`config.mk`:
```
export PLATFORM = sky130hd
export DESIGN_NAME = eps_sideband_ctrl
export DESIGN_NICKNAME = d
export VERILOG_FILES = /design/src/rtl/eps_pkg.sv /design/src/rtl/eps_sideband_ctrl.sv
export VERILOG_INCLUDE_DIRS = /design/src /design/src/rtl
export SDC_FILE = /design/constraint.sdc
export NUM_CORES = 1
export LEC_CHECK = 0
export BUFFER_PORTS_ARGS = -buffer_cell sky130_fd_sc_hd__buf_4
export CAP_MARGIN = 20
export CORE_AREA = 2 2 290 292
export CTS_CLUSTER_SIZE = 20
export DETAILED_ROUTE_END_ITERATION = 12
export DIE_AREA = 0 0 292 294
export SLEW_MARGIN = 30
export SYNTH_ARGS = -nofsm -noshare
export SYNTH_HDL_FRONTEND = slang
export SYNTH_SLANG_ARGS = --single-unit
```
`constraint.sdc`:
```
create_clock -name sys_clk -period 2.2 [get_ports sys_clk]
set_clock_uncertainty 0.1 [all_clocks]
set_input_delay 0.11 -clock sys_clk [delete_from_list [all_inputs] [get_ports sys_clk]]
set_output_delay 0.11 -clock sys_clk [all_outputs]
set_load 0.05 [all_outputs]
```
`src/rtl/eps_map.svh`:
```
// Register offsets, field positions, reset values and counts of the sideband controller
`ifndef EPS_MAP_SVH
`define EPS_MAP_SVH

`define EPS_CTRL_OFS       12'h000
`define EPS_RESYNC_OFS     12'h004
`define EPS_MARK_OFS       12'h008
`define EPS_STATUS_OFS     12'h00c
`define EPS_TX_GOOD_OFS    12'h010
`define EPS_TX_BAD_OFS     12'h014
`define EPS_RX_GOOD_OFS    12'h018
`define EPS_RX_ERR_OFS     12'h01c

`define EPS_CTRL_TX_INS    0
`define EPS_CTRL_TX_IGN    1
`define EPS_CTRL_TX_PRE    2
`define EPS_CTRL_RATE40    3
`define EPS_CTRL_RX_EN     4
`define EPS_CTRL_CHK_PRE   5
`define EPS_CTRL_CHK_SFD   6
`define EPS_CTRL_RX_DEL    7
`define EPS_CTRL_TX_RST    8
`define EPS_CTRL_RX_RST    9
`define EPS_CTRL_W         10
`define EPS_CTRL_RST       10'h311

`define EPS_ST_TX_LF       0
`define EPS_ST_RX_DEC      1
`define EPS_ST_TX_BAD      2
`define EPS_ST_RX_PKT      3

`define EPS_MARK_RST       16'h3fff
`define EPS_STD_PREAMBLE   56'h55555555555555
`define EPS_FCS_KEEP_LEN   14'h0008

`endif

```
`src/rtl/eps_pkg.sv`:
```
// Types shared by the sideband controller
`default_nettype none
package eps_pkg;
    typedef enum logic [0:0] {
        EPS_TX_INIT = 1'b0,
        EPS_TX_RUN  = 1'b1
    } eps_tx_state_t;

    typedef enum logic [1:0] {
        EPS_RX_OFF  = 2'b00,
        EPS_RX_IDLE = 2'b01,
        EPS_RX_PKT  = 2'b10
    } eps_rx_state_t;
endpackage
`default_nettype wire

```
`src/rtl/eps_sideband_ctrl.sv`:
```
// Sideband control and status logic of the MAC and PCS, with APB registers
//
// The register offsets and the APB interface to the registers were chosen for this implementation.
`include "eps_map.svh"
`default_nettype none

// What this block does
// - Tolerance input acts only with insertion off
// - Tolerance high counts bad-FCS packet good
// - Bad FCS flags status and raises stomped FCS
// - Tolerated packet raises both good and bad-FCS statistics strobes, counts only as good
// - Markers every interval plus one words
// - Each lane inserts its own marker value
// - Local fault level while encoder initializes
// - Custom preamble replaces standard when enabled
// - Rate select: 0 is 50G, 1 is 40G
// - Receive disable finishes packet, stops decoding
// - Disabled receive: no statistics, stream idle
// - Check preamble when enabled
// - Check start delimiter when enabled
// - Forced resync resets and realigns receive path
// - FCS removal strips FCS, setting changed in reset
// - Keep FCS on packets of eight bytes or less
// - Insertion appends FCS, changed only between packets
module eps_sideband_ctrl #(
    parameter int LANE_COUNT = 4
) (
    // Clock and reset
    input  wire logic                    sys_clk,
    input  wire logic                    rst,
    // APB slave
    input  wire logic                    psel,
    input  wire logic                    penable,
    input  wire logic                    pwrite,
    input  wire logic [11:0]             paddr,
    input  wire logic [31:0]             pwdata,
    output logic      [31:0]             prdata,
    output logic                         pready,
    output logic                         pslverr,
    // Transmit packet events
    input  wire logic                    tx_sop,
    input  wire logic                    tx_pkt_end,
    input  wire logic                    tx_pkt_fcs_bad,
    input  wire logic [55:0]             tx_preamblein,
    input  wire logic                    tx_word_strobe,
    input  wire logic [LANE_COUNT*64-1:0] tx_lane_marker_value,
    input  wire logic                    tx_link_ready_pin,
    // Transmit controls and status
    output logic                         tx_fcs_append,
    output logic      [55:0]             tx_preamble_out,
    output logic                         tx_stat_good,
    output logic                         tx_stat_bad_fcs,
    output logic                         tx_stomped_fcs,
    output logic                         tx_local_fault,
    output logic                         tx_marker_insert,
    output logic      [LANE_COUNT*64-1:0] tx_marker_out,
    output logic                         rate_40g,
    // Receive packet events
    input  wire logic                    rx_sop,
    input  wire logic                    rx_pre_ok,
    input  wire logic                    rx_sfd_ok,
    input  wire logic                    rx_eop,
    input  wire logic [13:0]             rx_len,
    input  wire logic                    rx_fcs_bad,
    // Receive controls and status
    output logic                         rx_decode_en,
    output logic                         rx_eop_err,
    output logic                         rx_strip_fcs,
    output logic                         rx_stat_pkt,
    output logic                         rx_resync
);

    if (LANE_COUNT < 1 || LANE_COUNT > 32)
    begin : g_check
        $error("LANE_COUNT must be 1 to 32");
    end

    typedef struct packed {
        logic [31:0]                 prdata;
        logic                        pready;
        logic                        pslverr;
        logic [`EPS_CTRL_W-1:0]      ctrl;
        logic [15:0]                 mark_ivl;
        logic                        rx_del;
        logic                        tx_bad_seen;
        logic [31:0]                 tx_good_cnt;
        logic [31:0]                 tx_bad_cnt;
        logic [31:0]                 rx_good_cnt;
        logic [31:0]                 rx_err_cnt;
        logic [2:0]                  link_sync;
        logic                        link_ok;
        eps_pkg::eps_tx_state_t      txs;
        logic                        tx_in_pkt;
        logic                        fcs_ins;
        logic [55:0]                 preamble;
        logic                        tx_good;
        logic                        tx_bad;
        logic                        tx_stomp;
        logic                        tx_lf;
        logic [15:0]                 word_cnt;
        logic                        mark_ins;
        logic [LANE_COUNT*64-1:0]    mark_out;
        eps_pkg::eps_rx_state_t      rxs;
        logic                        frame_err;
        logic                        rx_err;
        logic                        rx_strip;
        logic                        rx_stat;
        logic                        resync;
        logic                        rx_dec;
    } eps_state_t;

    eps_state_t s_reg;
    eps_state_t s_next;

    function automatic logic [31:0] read_word(input eps_state_t s, input logic [11:0] a);
        unique case (a)
            `EPS_CTRL_OFS:    read_word = {22'h000000, s.ctrl};
            `EPS_MARK_OFS:    read_word = {16'h0000, s.mark_ivl};
            `EPS_STATUS_OFS:  read_word = {28'h0000000, s.rxs == eps_pkg::EPS_RX_PKT,
                                           s.tx_bad_seen, s.rxs != eps_pkg::EPS_RX_OFF, s.tx_lf};
            `EPS_TX_GOOD_OFS: read_word = s.tx_good_cnt;
            `EPS_TX_BAD_OFS:  read_word = s.tx_bad_cnt;
            `EPS_RX_GOOD_OFS: read_word = s.rx_good_cnt;
            `EPS_RX_ERR_OFS:  read_word = s.rx_err_cnt;
            default:          read_word = 32'h00000000;
        endcase
    endfunction

    function automatic logic mapped(input logic [11:0] a);
        mapped = (a[11:5] == 7'h00) && (a[1:0] == 2'b00);
    endfunction

    always_comb
    begin
        logic acc;
        logic wr;
        logic pkt_bad;
        logic ign_eff;
        acc = 1'b0;
        wr = 1'b0;
        pkt_bad = 1'b0;
        ign_eff = 1'b0;
        s_next = s_reg;

        // APB: one wait cycle, then the answer
        acc = psel && penable && !s_reg.pready;
        wr = acc && pwrite && mapped(paddr);
        s_next.pready = acc;
        s_next.pslverr = acc && !mapped(paddr);
        s_next.prdata = (acc && !pwrite) ? read_word(s_reg, paddr) : 32'h00000000;
        s_next.resync = 1'b0;
        if (wr && paddr == `EPS_CTRL_OFS)
        begin
            s_next.ctrl = pwdata[`EPS_CTRL_W-1:0];
        end
        if (wr && paddr == `EPS_MARK_OFS && s_reg.ctrl[`EPS_CTRL_TX_RST])
        begin
            s_next.mark_ivl = pwdata[15:0];
        end
        if (wr && paddr == `EPS_RESYNC_OFS && pwdata[0])
        begin
            s_next.resync = 1'b1;
        end
        if (wr && paddr == `EPS_STATUS_OFS && pwdata[`EPS_ST_TX_BAD])
        begin
            s_next.tx_bad_seen = 1'b0;
        end
        // Removal setting follows software only while the receive path is held
        if (s_reg.ctrl[`EPS_CTRL_RX_RST])
        begin
            s_next.rx_del = s_reg.ctrl[`EPS_CTRL_RX_DEL];
        end

        // Link ready pin: three stages, accepted once stages two and three agree
        s_next.link_sync = {s_reg.link_sync[1:0], tx_link_ready_pin};
        if (s_reg.link_sync[1] == s_reg.link_sync[2])
        begin
            s_next.link_ok = s_reg.link_sync[2];
        end

        // Transmit encoder
        if (s_reg.ctrl[`EPS_CTRL_TX_RST] || !s_reg.link_ok)
        begin
            s_next.txs = eps_pkg::EPS_TX_INIT;
        end
        else
        begin
            s_next.txs = eps_pkg::EPS_TX_RUN;
        end
        s_next.tx_lf = (s_next.txs == eps_pkg::EPS_TX_INIT);

        // Insertion setting only moves between packets
        if (!s_reg.tx_in_pkt && !tx_sop)
        begin
            s_next.fcs_ins = s_reg.ctrl[`EPS_CTRL_TX_INS];
        end
        if (tx_sop)
        begin
            s_next.tx_in_pkt = 1'b1;
            s_next.preamble = s_reg.ctrl[`EPS_CTRL_TX_PRE] ? tx_preamblein
                                                         : `EPS_STD_PREAMBLE;
        end
        if (tx_pkt_end)
        begin
            s_next.tx_in_pkt = 1'b0;
        end

        // Packet ending: bad FCS is only possible when nothing is appended
        pkt_bad = tx_pkt_end && tx_pkt_fcs_bad && !s_reg.fcs_ins;
        ign_eff = s_reg.ctrl[`EPS_CTRL_TX_IGN] && !s_reg.fcs_ins;
        s_next.tx_bad = pkt_bad;
        s_next.tx_stomp = pkt_bad;
        s_next.tx_good = tx_pkt_end && (!pkt_bad || ign_eff);
        if (tx_pkt_end && (!pkt_bad || ign_eff))
        begin
            s_next.tx_good_cnt = s_reg.tx_good_cnt + 32'h00000001;
        end
        if (pkt_bad && !ign_eff)
        begin
            s_next.tx_bad_cnt = s_reg.tx_bad_cnt + 32'h00000001;
        end
        if (pkt_bad)
        begin
            s_next.tx_bad_seen = 1'b1;
        end

        // Lane markers after every interval plus one words
        s_next.mark_ins = 1'b0;
        if (s_reg.txs == eps_pkg::EPS_TX_INIT)
        begin
            s_next.word_cnt = 16'h0000;
        end
        else if (tx_word_strobe)
        begin
            if (s_reg.word_cnt == s_reg.mark_ivl)
            begin
                s_next.word_cnt = 16'h0000;
                s_next.mark_ins = 1'b1;
                s_next.mark_out = tx_lane_marker_value;
            end
            else
            begin
                s_next.word_cnt = s_reg.word_cnt + 16'h0001;
            end
        end

        // Receive path
        s_next.rx_err = 1'b0;
        s_next.rx_strip = 1'b0;
        s_next.rx_stat = 1'b0;
        unique case (s_reg.rxs)
            eps_pkg::EPS_RX_OFF:
            begin
                if (s_reg.ctrl[`EPS_CTRL_RX_EN])
                begin
                    s_next.rxs = eps_pkg::EPS_RX_IDLE;
                end
            end
            eps_pkg::EPS_RX_IDLE:
            begin
                if (!s_reg.ctrl[`EPS_CTRL_RX_EN])
                begin
                    s_next.rxs = eps_pkg::EPS_RX_OFF;
                end
                else if (rx_sop)
                begin
                    s_next.rxs = eps_pkg::EPS_RX_PKT;
                    s_next.frame_err = (s_reg.ctrl[`EPS_CTRL_CHK_PRE] && !rx_pre_ok)
                                    || (s_reg.ctrl[`EPS_CTRL_CHK_SFD] && !rx_sfd_ok);
                end
            end
            eps_pkg::EPS_RX_PKT:
            begin
                if (rx_eop)
                begin
                    // A packet in flight completes even after disable
                    s_next.rxs = s_reg.ctrl[`EPS_CTRL_RX_EN] ? eps_pkg::EPS_RX_IDLE
                                                           : eps_pkg::EPS_RX_OFF;
                    s_next.rx_err = s_reg.frame_err || rx_fcs_bad;
                    s_next.rx_strip = s_reg.rx_del && (rx_len > `EPS_FCS_KEEP_LEN);
                    s_next.rx_stat = 1'b1;
                    if (s_reg.frame_err || rx_fcs_bad)
                    begin
                        s_next.rx_err_cnt = s_reg.rx_err_cnt + 32'h00000001;
                    end
                    else
                    begin
                        s_next.rx_good_cnt = s_reg.rx_good_cnt + 32'h00000001;
                    end
                end
            end
            default:
            begin
                s_next.rxs = eps_pkg::EPS_RX_OFF;
            end
        endcase
        if (s_reg.resync || s_reg.ctrl[`EPS_CTRL_RX_RST])
        begin
            s_next.rxs = eps_pkg::EPS_RX_OFF;
            s_next.rx_err = 1'b0;
            s_next.rx_strip = 1'b0;
            s_next.rx_stat = 1'b0;
        end
        // Decode enable follows the next state so the stream stays idle while off
        s_next.rx_dec = (s_next.rxs != eps_pkg::EPS_RX_OFF);
    end

    always_ff @(posedge sys_clk)
    begin
        if (rst)
        begin
            s_reg <= '0;
            s_reg.ctrl <= `EPS_CTRL_RST;
            s_reg.mark_ivl <= `EPS_MARK_RST;
            s_reg.fcs_ins <= 1'b1;
            s_reg.tx_lf <= 1'b1;
            s_reg.txs <= eps_pkg::EPS_TX_INIT;
            s_reg.rxs <= eps_pkg::EPS_RX_OFF;
            s_reg.preamble <= `EPS_STD_PREAMBLE;
        end
        else
        begin
            s_reg <= s_next;
        end
    end

    assign prdata           = s_reg.prdata;
    assign pready           = s_reg.pready;
    assign pslverr          = s_reg.pslverr;
    assign tx_fcs_append    = s_reg.fcs_ins;
    assign tx_preamble_out  = s_reg.preamble;
    assign tx_stat_good     = s_reg.tx_good;
    assign tx_stat_bad_fcs  = s_reg.tx_bad;
    assign tx_stomped_fcs   = s_reg.tx_stomp;
    assign tx_local_fault   = s_reg.tx_lf;
    assign tx_marker_insert = s_reg.mark_ins;
    assign tx_marker_out    = s_reg.mark_out;
    assign rate_40g         = s_reg.ctrl[`EPS_CTRL_RATE40];
    assign rx_eop_err       = s_reg.rx_err;
    assign rx_strip_fcs     = s_reg.rx_strip;
    assign rx_stat_pkt      = s_reg.rx_stat;
    assign rx_resync        = s_reg.resync;
    assign rx_decode_en     = s_reg.rx_dec;

endmodule // eps_sideband_ctrl
`default_nettype wire

```
==> impl_metrics.py <==
metrics = {
    "floorplanning": {
        "die_height_um": 294,
        "start_util_pct": 29.56,
        "fp-row-count": 106,
        "core-area_um2": 82890,
        "die_width_um": 292,
        "floorplan.io_pins": 743,
        "die_area_um2": 85850,
    },
    "cells_and_area": {
        "fill_cells": 7915,
        "nets": 4134,
        "final_util_pct": 43.52,
        "final_cells": 4880,
        "layout-drive-gt1-share_pct": 28.64,
        "register_area_um2": 10780,
        "area.growth.synth_to_final_pct": 47.25,
        "multiInputGateArea_um2": 10300,
        "largest_register_ff_count": 256,
    },
    "pwr": {
        "vdd_ir_drop_max_v": 0.0005854,
        "power.combinational.fraction_pct": 6.9,
        "total_power_mw": 22.26,
        "seq_power_share_pct": 43.8,
        "power.leakage_nw": 14.15,
        "power.switching_fraction_pct": 22.68,
        "switching_power_mw": 5.049,
        "p_int_mw": 17.21,
        "power.share.clock_pct": 49.3,
        "p_per_area_nw_per_um2": 617.1,
    },
    "run": {
        "max_cap_viols": 0,
    },
    "synth": {
        "syn_area_um2": 24500,
        "synth_edf_count": 0,
        "synthesis.area_per_instance_um2": 8.326,
        "synthDistinctLibCells": 55,
        "synthesis.nets": 3333,
        "postSynth.asyncResetShare_pct": 0,
        "synth-seq-cells": 537,
        "most_instantiated_flip_flop_cell_in_the_synthesis_netlist": "dfxtp_1",
        "synth_sequential_area_ratio_pct": 43.87,
        "count_of_mapped_cells_out_of_synthesis": 2943,
        "synth_warnings": 0,
    },
    "placed_design": {
        "dp_slack_ns": -0.2291,
        "numPlacedInstances": 4351,
        "dpl.hpwl_mm": 64.70,
        "numPortBuffers": 726,
        "globalplace.congestion": 0.8625,
    },
    "clock_tree": {
        "clock_insertion_delay_worst_skew_ns": 0.66,
        "cts.path.max_buffers": 3,
        "htree_num_levels": 2,
        "cts_made_buffers": 60,
        "tritoncts": "yes",
        "clock-root-buffer": "clkbuf_16",
        "clk_transition_reported_paths_ns": 0.07,
        "cts.sink_count": 537,
    },
    "routing": {
        "drt-initial-drc-count": 1540,
        "dr_total_vias": 24130,
        "drt.antenna.violating_nets": 0,
        "dr.pass1.iters": 5,
        "detail_route.wirelength_mm": 94.77,
        "remaining_drc_errors": 0,
        "avgRoutedWirePerCell_um": 19.42,
        "viasPerCell": 4.944,
    },
    "timing": {
        "post-route-period-util_pct": 99.67,
        "hold_viol_final": 0,
        "setup_repair_after_global_routing_missed_its_margin": "true",
        "setup_slack_ns": 0.007228,
        "final_max_slew_viol_count": 0,
        "hold_ws_ns": 0.1171,
        "setup_viol_count_final": 0,
        "fin_crit_ns": 2.193,
        "slew-limit-headroom_pct": 45.21,
        "timing.fmax_mhz": 456.0,
        "worst_slew_pin_slew_ns": 0.8219,
    },
    "worst_hold_path": {
        "hold_critical_path_endpoint": "tx_preamble_out[12]",
        "hold_start": "tx_preamblein[12]",
        "worstHoldPathType": "input pin to register",
        "hold_path_cells": 4,
    },
    "setup_path": {
        "worst_r2r_startpoint": "s_reg[482]",
        "category_of_the_worst_setup_path_launch_point": "register",
        "critical_path.max_fanout": 87,
        "worst_setup_slack_for_register_to_register_paths_ns": 0.007,
        "end_kind": "register",
        "timing.reg2reg.worst_path_depth": 6,
        "timing.rr.end": "tx_marker_out[183]",
        "crit_type": "register to register",
        "critical_path_required_ns": 2.58,
        "cp.arrival_ns": 2.57,
    },
    "grt": {
        "maximum_number_of_pins_on_one_net_before_global_route_repair": 144,
        "vias_in_the_first_global_route": 23150,
        "wire_length_of_the_first_global_routing_pass_mm": 139.2,
        "gr_ovfl_total": 0,
        "grtUsageTotal_pct": 20.42,
        "grt_antenna_before_repair": 8,
    },
    "run_status": {
        "run_status": "finished, final reports clean",
    },
}
power groups by stage:
stage          combinational [mW]  sequential [mW]  clock (mW)
2_1_floorplan               0.282             9.97           0
6_report                     1.53             9.74        11.0
3_5_place_dp                0.958             9.96           0
3_3_place_gp                0.960             9.96           0
4_1_cts                      1.52             9.74        11.3
5_1_grt                      1.61             9.74        11.6
how the worst max path moves through the flow:
stage,startpoint,to,slack [ns],cells after the start
after floorplan,s_reg[356],s_reg[377],0.04,7
after global placement,s_reg[481],tx_marker_out[9],-0.22,6
after detailed placement,s_reg[481],tx_marker_out[9],-0.23,6
after CTS,s_reg[5],s_reg[401],0.003,7
after global routing,s_reg[272],tx_marker_out[78],-0.07,6
final,s_reg[482],tx_marker_out[183],0.007,6
cell usage in the layout, fill, tap and decap left out, types with 5 or more instances in the layout:
cell	instances
mux4_2	9
inv_1	33
xnor2_1	98
or3_1	25
clkbuf_16	67
nor4_1	27
a21oi_1	324
nor2_1	212
o21ai_1	74
o31ai_1	5
o22ai_1	30
clkbuf_8	7
xor2_1	33
buf_12	25
bufinv_16	10
o22a_1	17
or4_1	6
nand4_1	32
buf_4	874
clkbuf_1	12
and2_1	6
nor3b_1	5
nand3_1	318
and4_1	14
a22oi_1	7
diode_2	5
dfxtp_2	14
mux2i_1	55
o21ai_0	207
buf_6	7
dfxtp_1	521
nand2_1	127
nor2b_1	36
clkinv_2	13
nor3_1	40
ha_1	5
dlygate4sd3_1	393
nor3_2	6
and3_1	14
stage by stage:
stage	TNS [ns]	instance area (um^2)
after global placement	-0.6816	29480
after floorplan	0	24520
after detailed placement	-1.403	29480
after global routing	-0.4663	36080
after CTS	0	35630
final	0	36080
cells in the mapped netlist, drive strengths merged, types with 28 or more instances:
| cell | instances | area (um^2) |
|---|---|---|
| a21oi | 325 | 1627 |
| buf | 381 | 2778 |
| clkbuf | 190 | 713.2 |
| dfxtp | 537 | 10750 |
| inv | 33 | 123.9 |
| mux2i | 55 | 550.5 |
| nand2 | 128 | 480.5 |
| nand3 | 321 | 1607 |
| nand4 | 33 | 221.5 |
| nor2 | 213 | 799.5 |
| nor2b | 36 | 225.2 |
| nor3 | 47 | 235.2 |
| nor4 | 31 | 193.9 |
| o21ai | 283 | 1416 |
| o22ai | 30 | 187.7 |
| or3 | 28 | 175.2 |
| xnor2 | 98 | 858.3 |
| xor2 | 33 | 289.0 |
area by class of cell:
class / instances / share of cell area, %
inverters: 33 / 0.3433
clock buffers: 80 / 4.623
multi-input cells: 1802 / 28.55
clock inverters: 33 / 1.418
well taps: 1080 / 3.745
diodes: 5 / 0.03468
flip-flops and latches: 537 / 29.87
repair buffers: 1310 / 31.42
kinds of logic after synthesis:
| group | after synthesis | synth area share (%) |
|---|---|---|
| and+or+nand+nor | 911 | 18.36 |
| AOI/OAI and AO/OA | 687 | 14.82 |
| buffers and inverters | 604 | 14.75 |
| DFF | 537 | 43.87 |
| xor gates and xnor gates | 131 | 4.683 |
| muxes | 68 | 3.258 |
| adders and majority gates | 5 | 0.2553 |
metal layers:
metal  share of wire, %  track usage [%]  vias to the layer above  routed length, um
li1                   -                -                    11460                  -
met1                 41            25.45                    11580              39210
met2                 48            34.26                      864              45220
met3                6.2            3.973                      217               5858
met4                4.7            8.851                        6               4443
met5              0.044                0                        -                 42
worst max-delay path, stage by stage, from the launching register on:
cell and delay [ns]:
dfxtp_1 0.43, xnor2_1 0.14, nand2_1 0.11, or3_4 0.49, buf_12 0.21, o21ai_1 0.28, a21oi_1 0.10
repair_timing:
item | CTS | global route
resized for setup | 7 | 125
endpoints found under the hold margin | 488 | 1
setup buffers | 0 | 13
gates cloned | 0 | 6
pin swaps | 1 | 9
endpoints found under the setup margin | 160 | 228
hold buffers | 393 | 1
No activity file was read; power rests on OpenSTA's default activity.
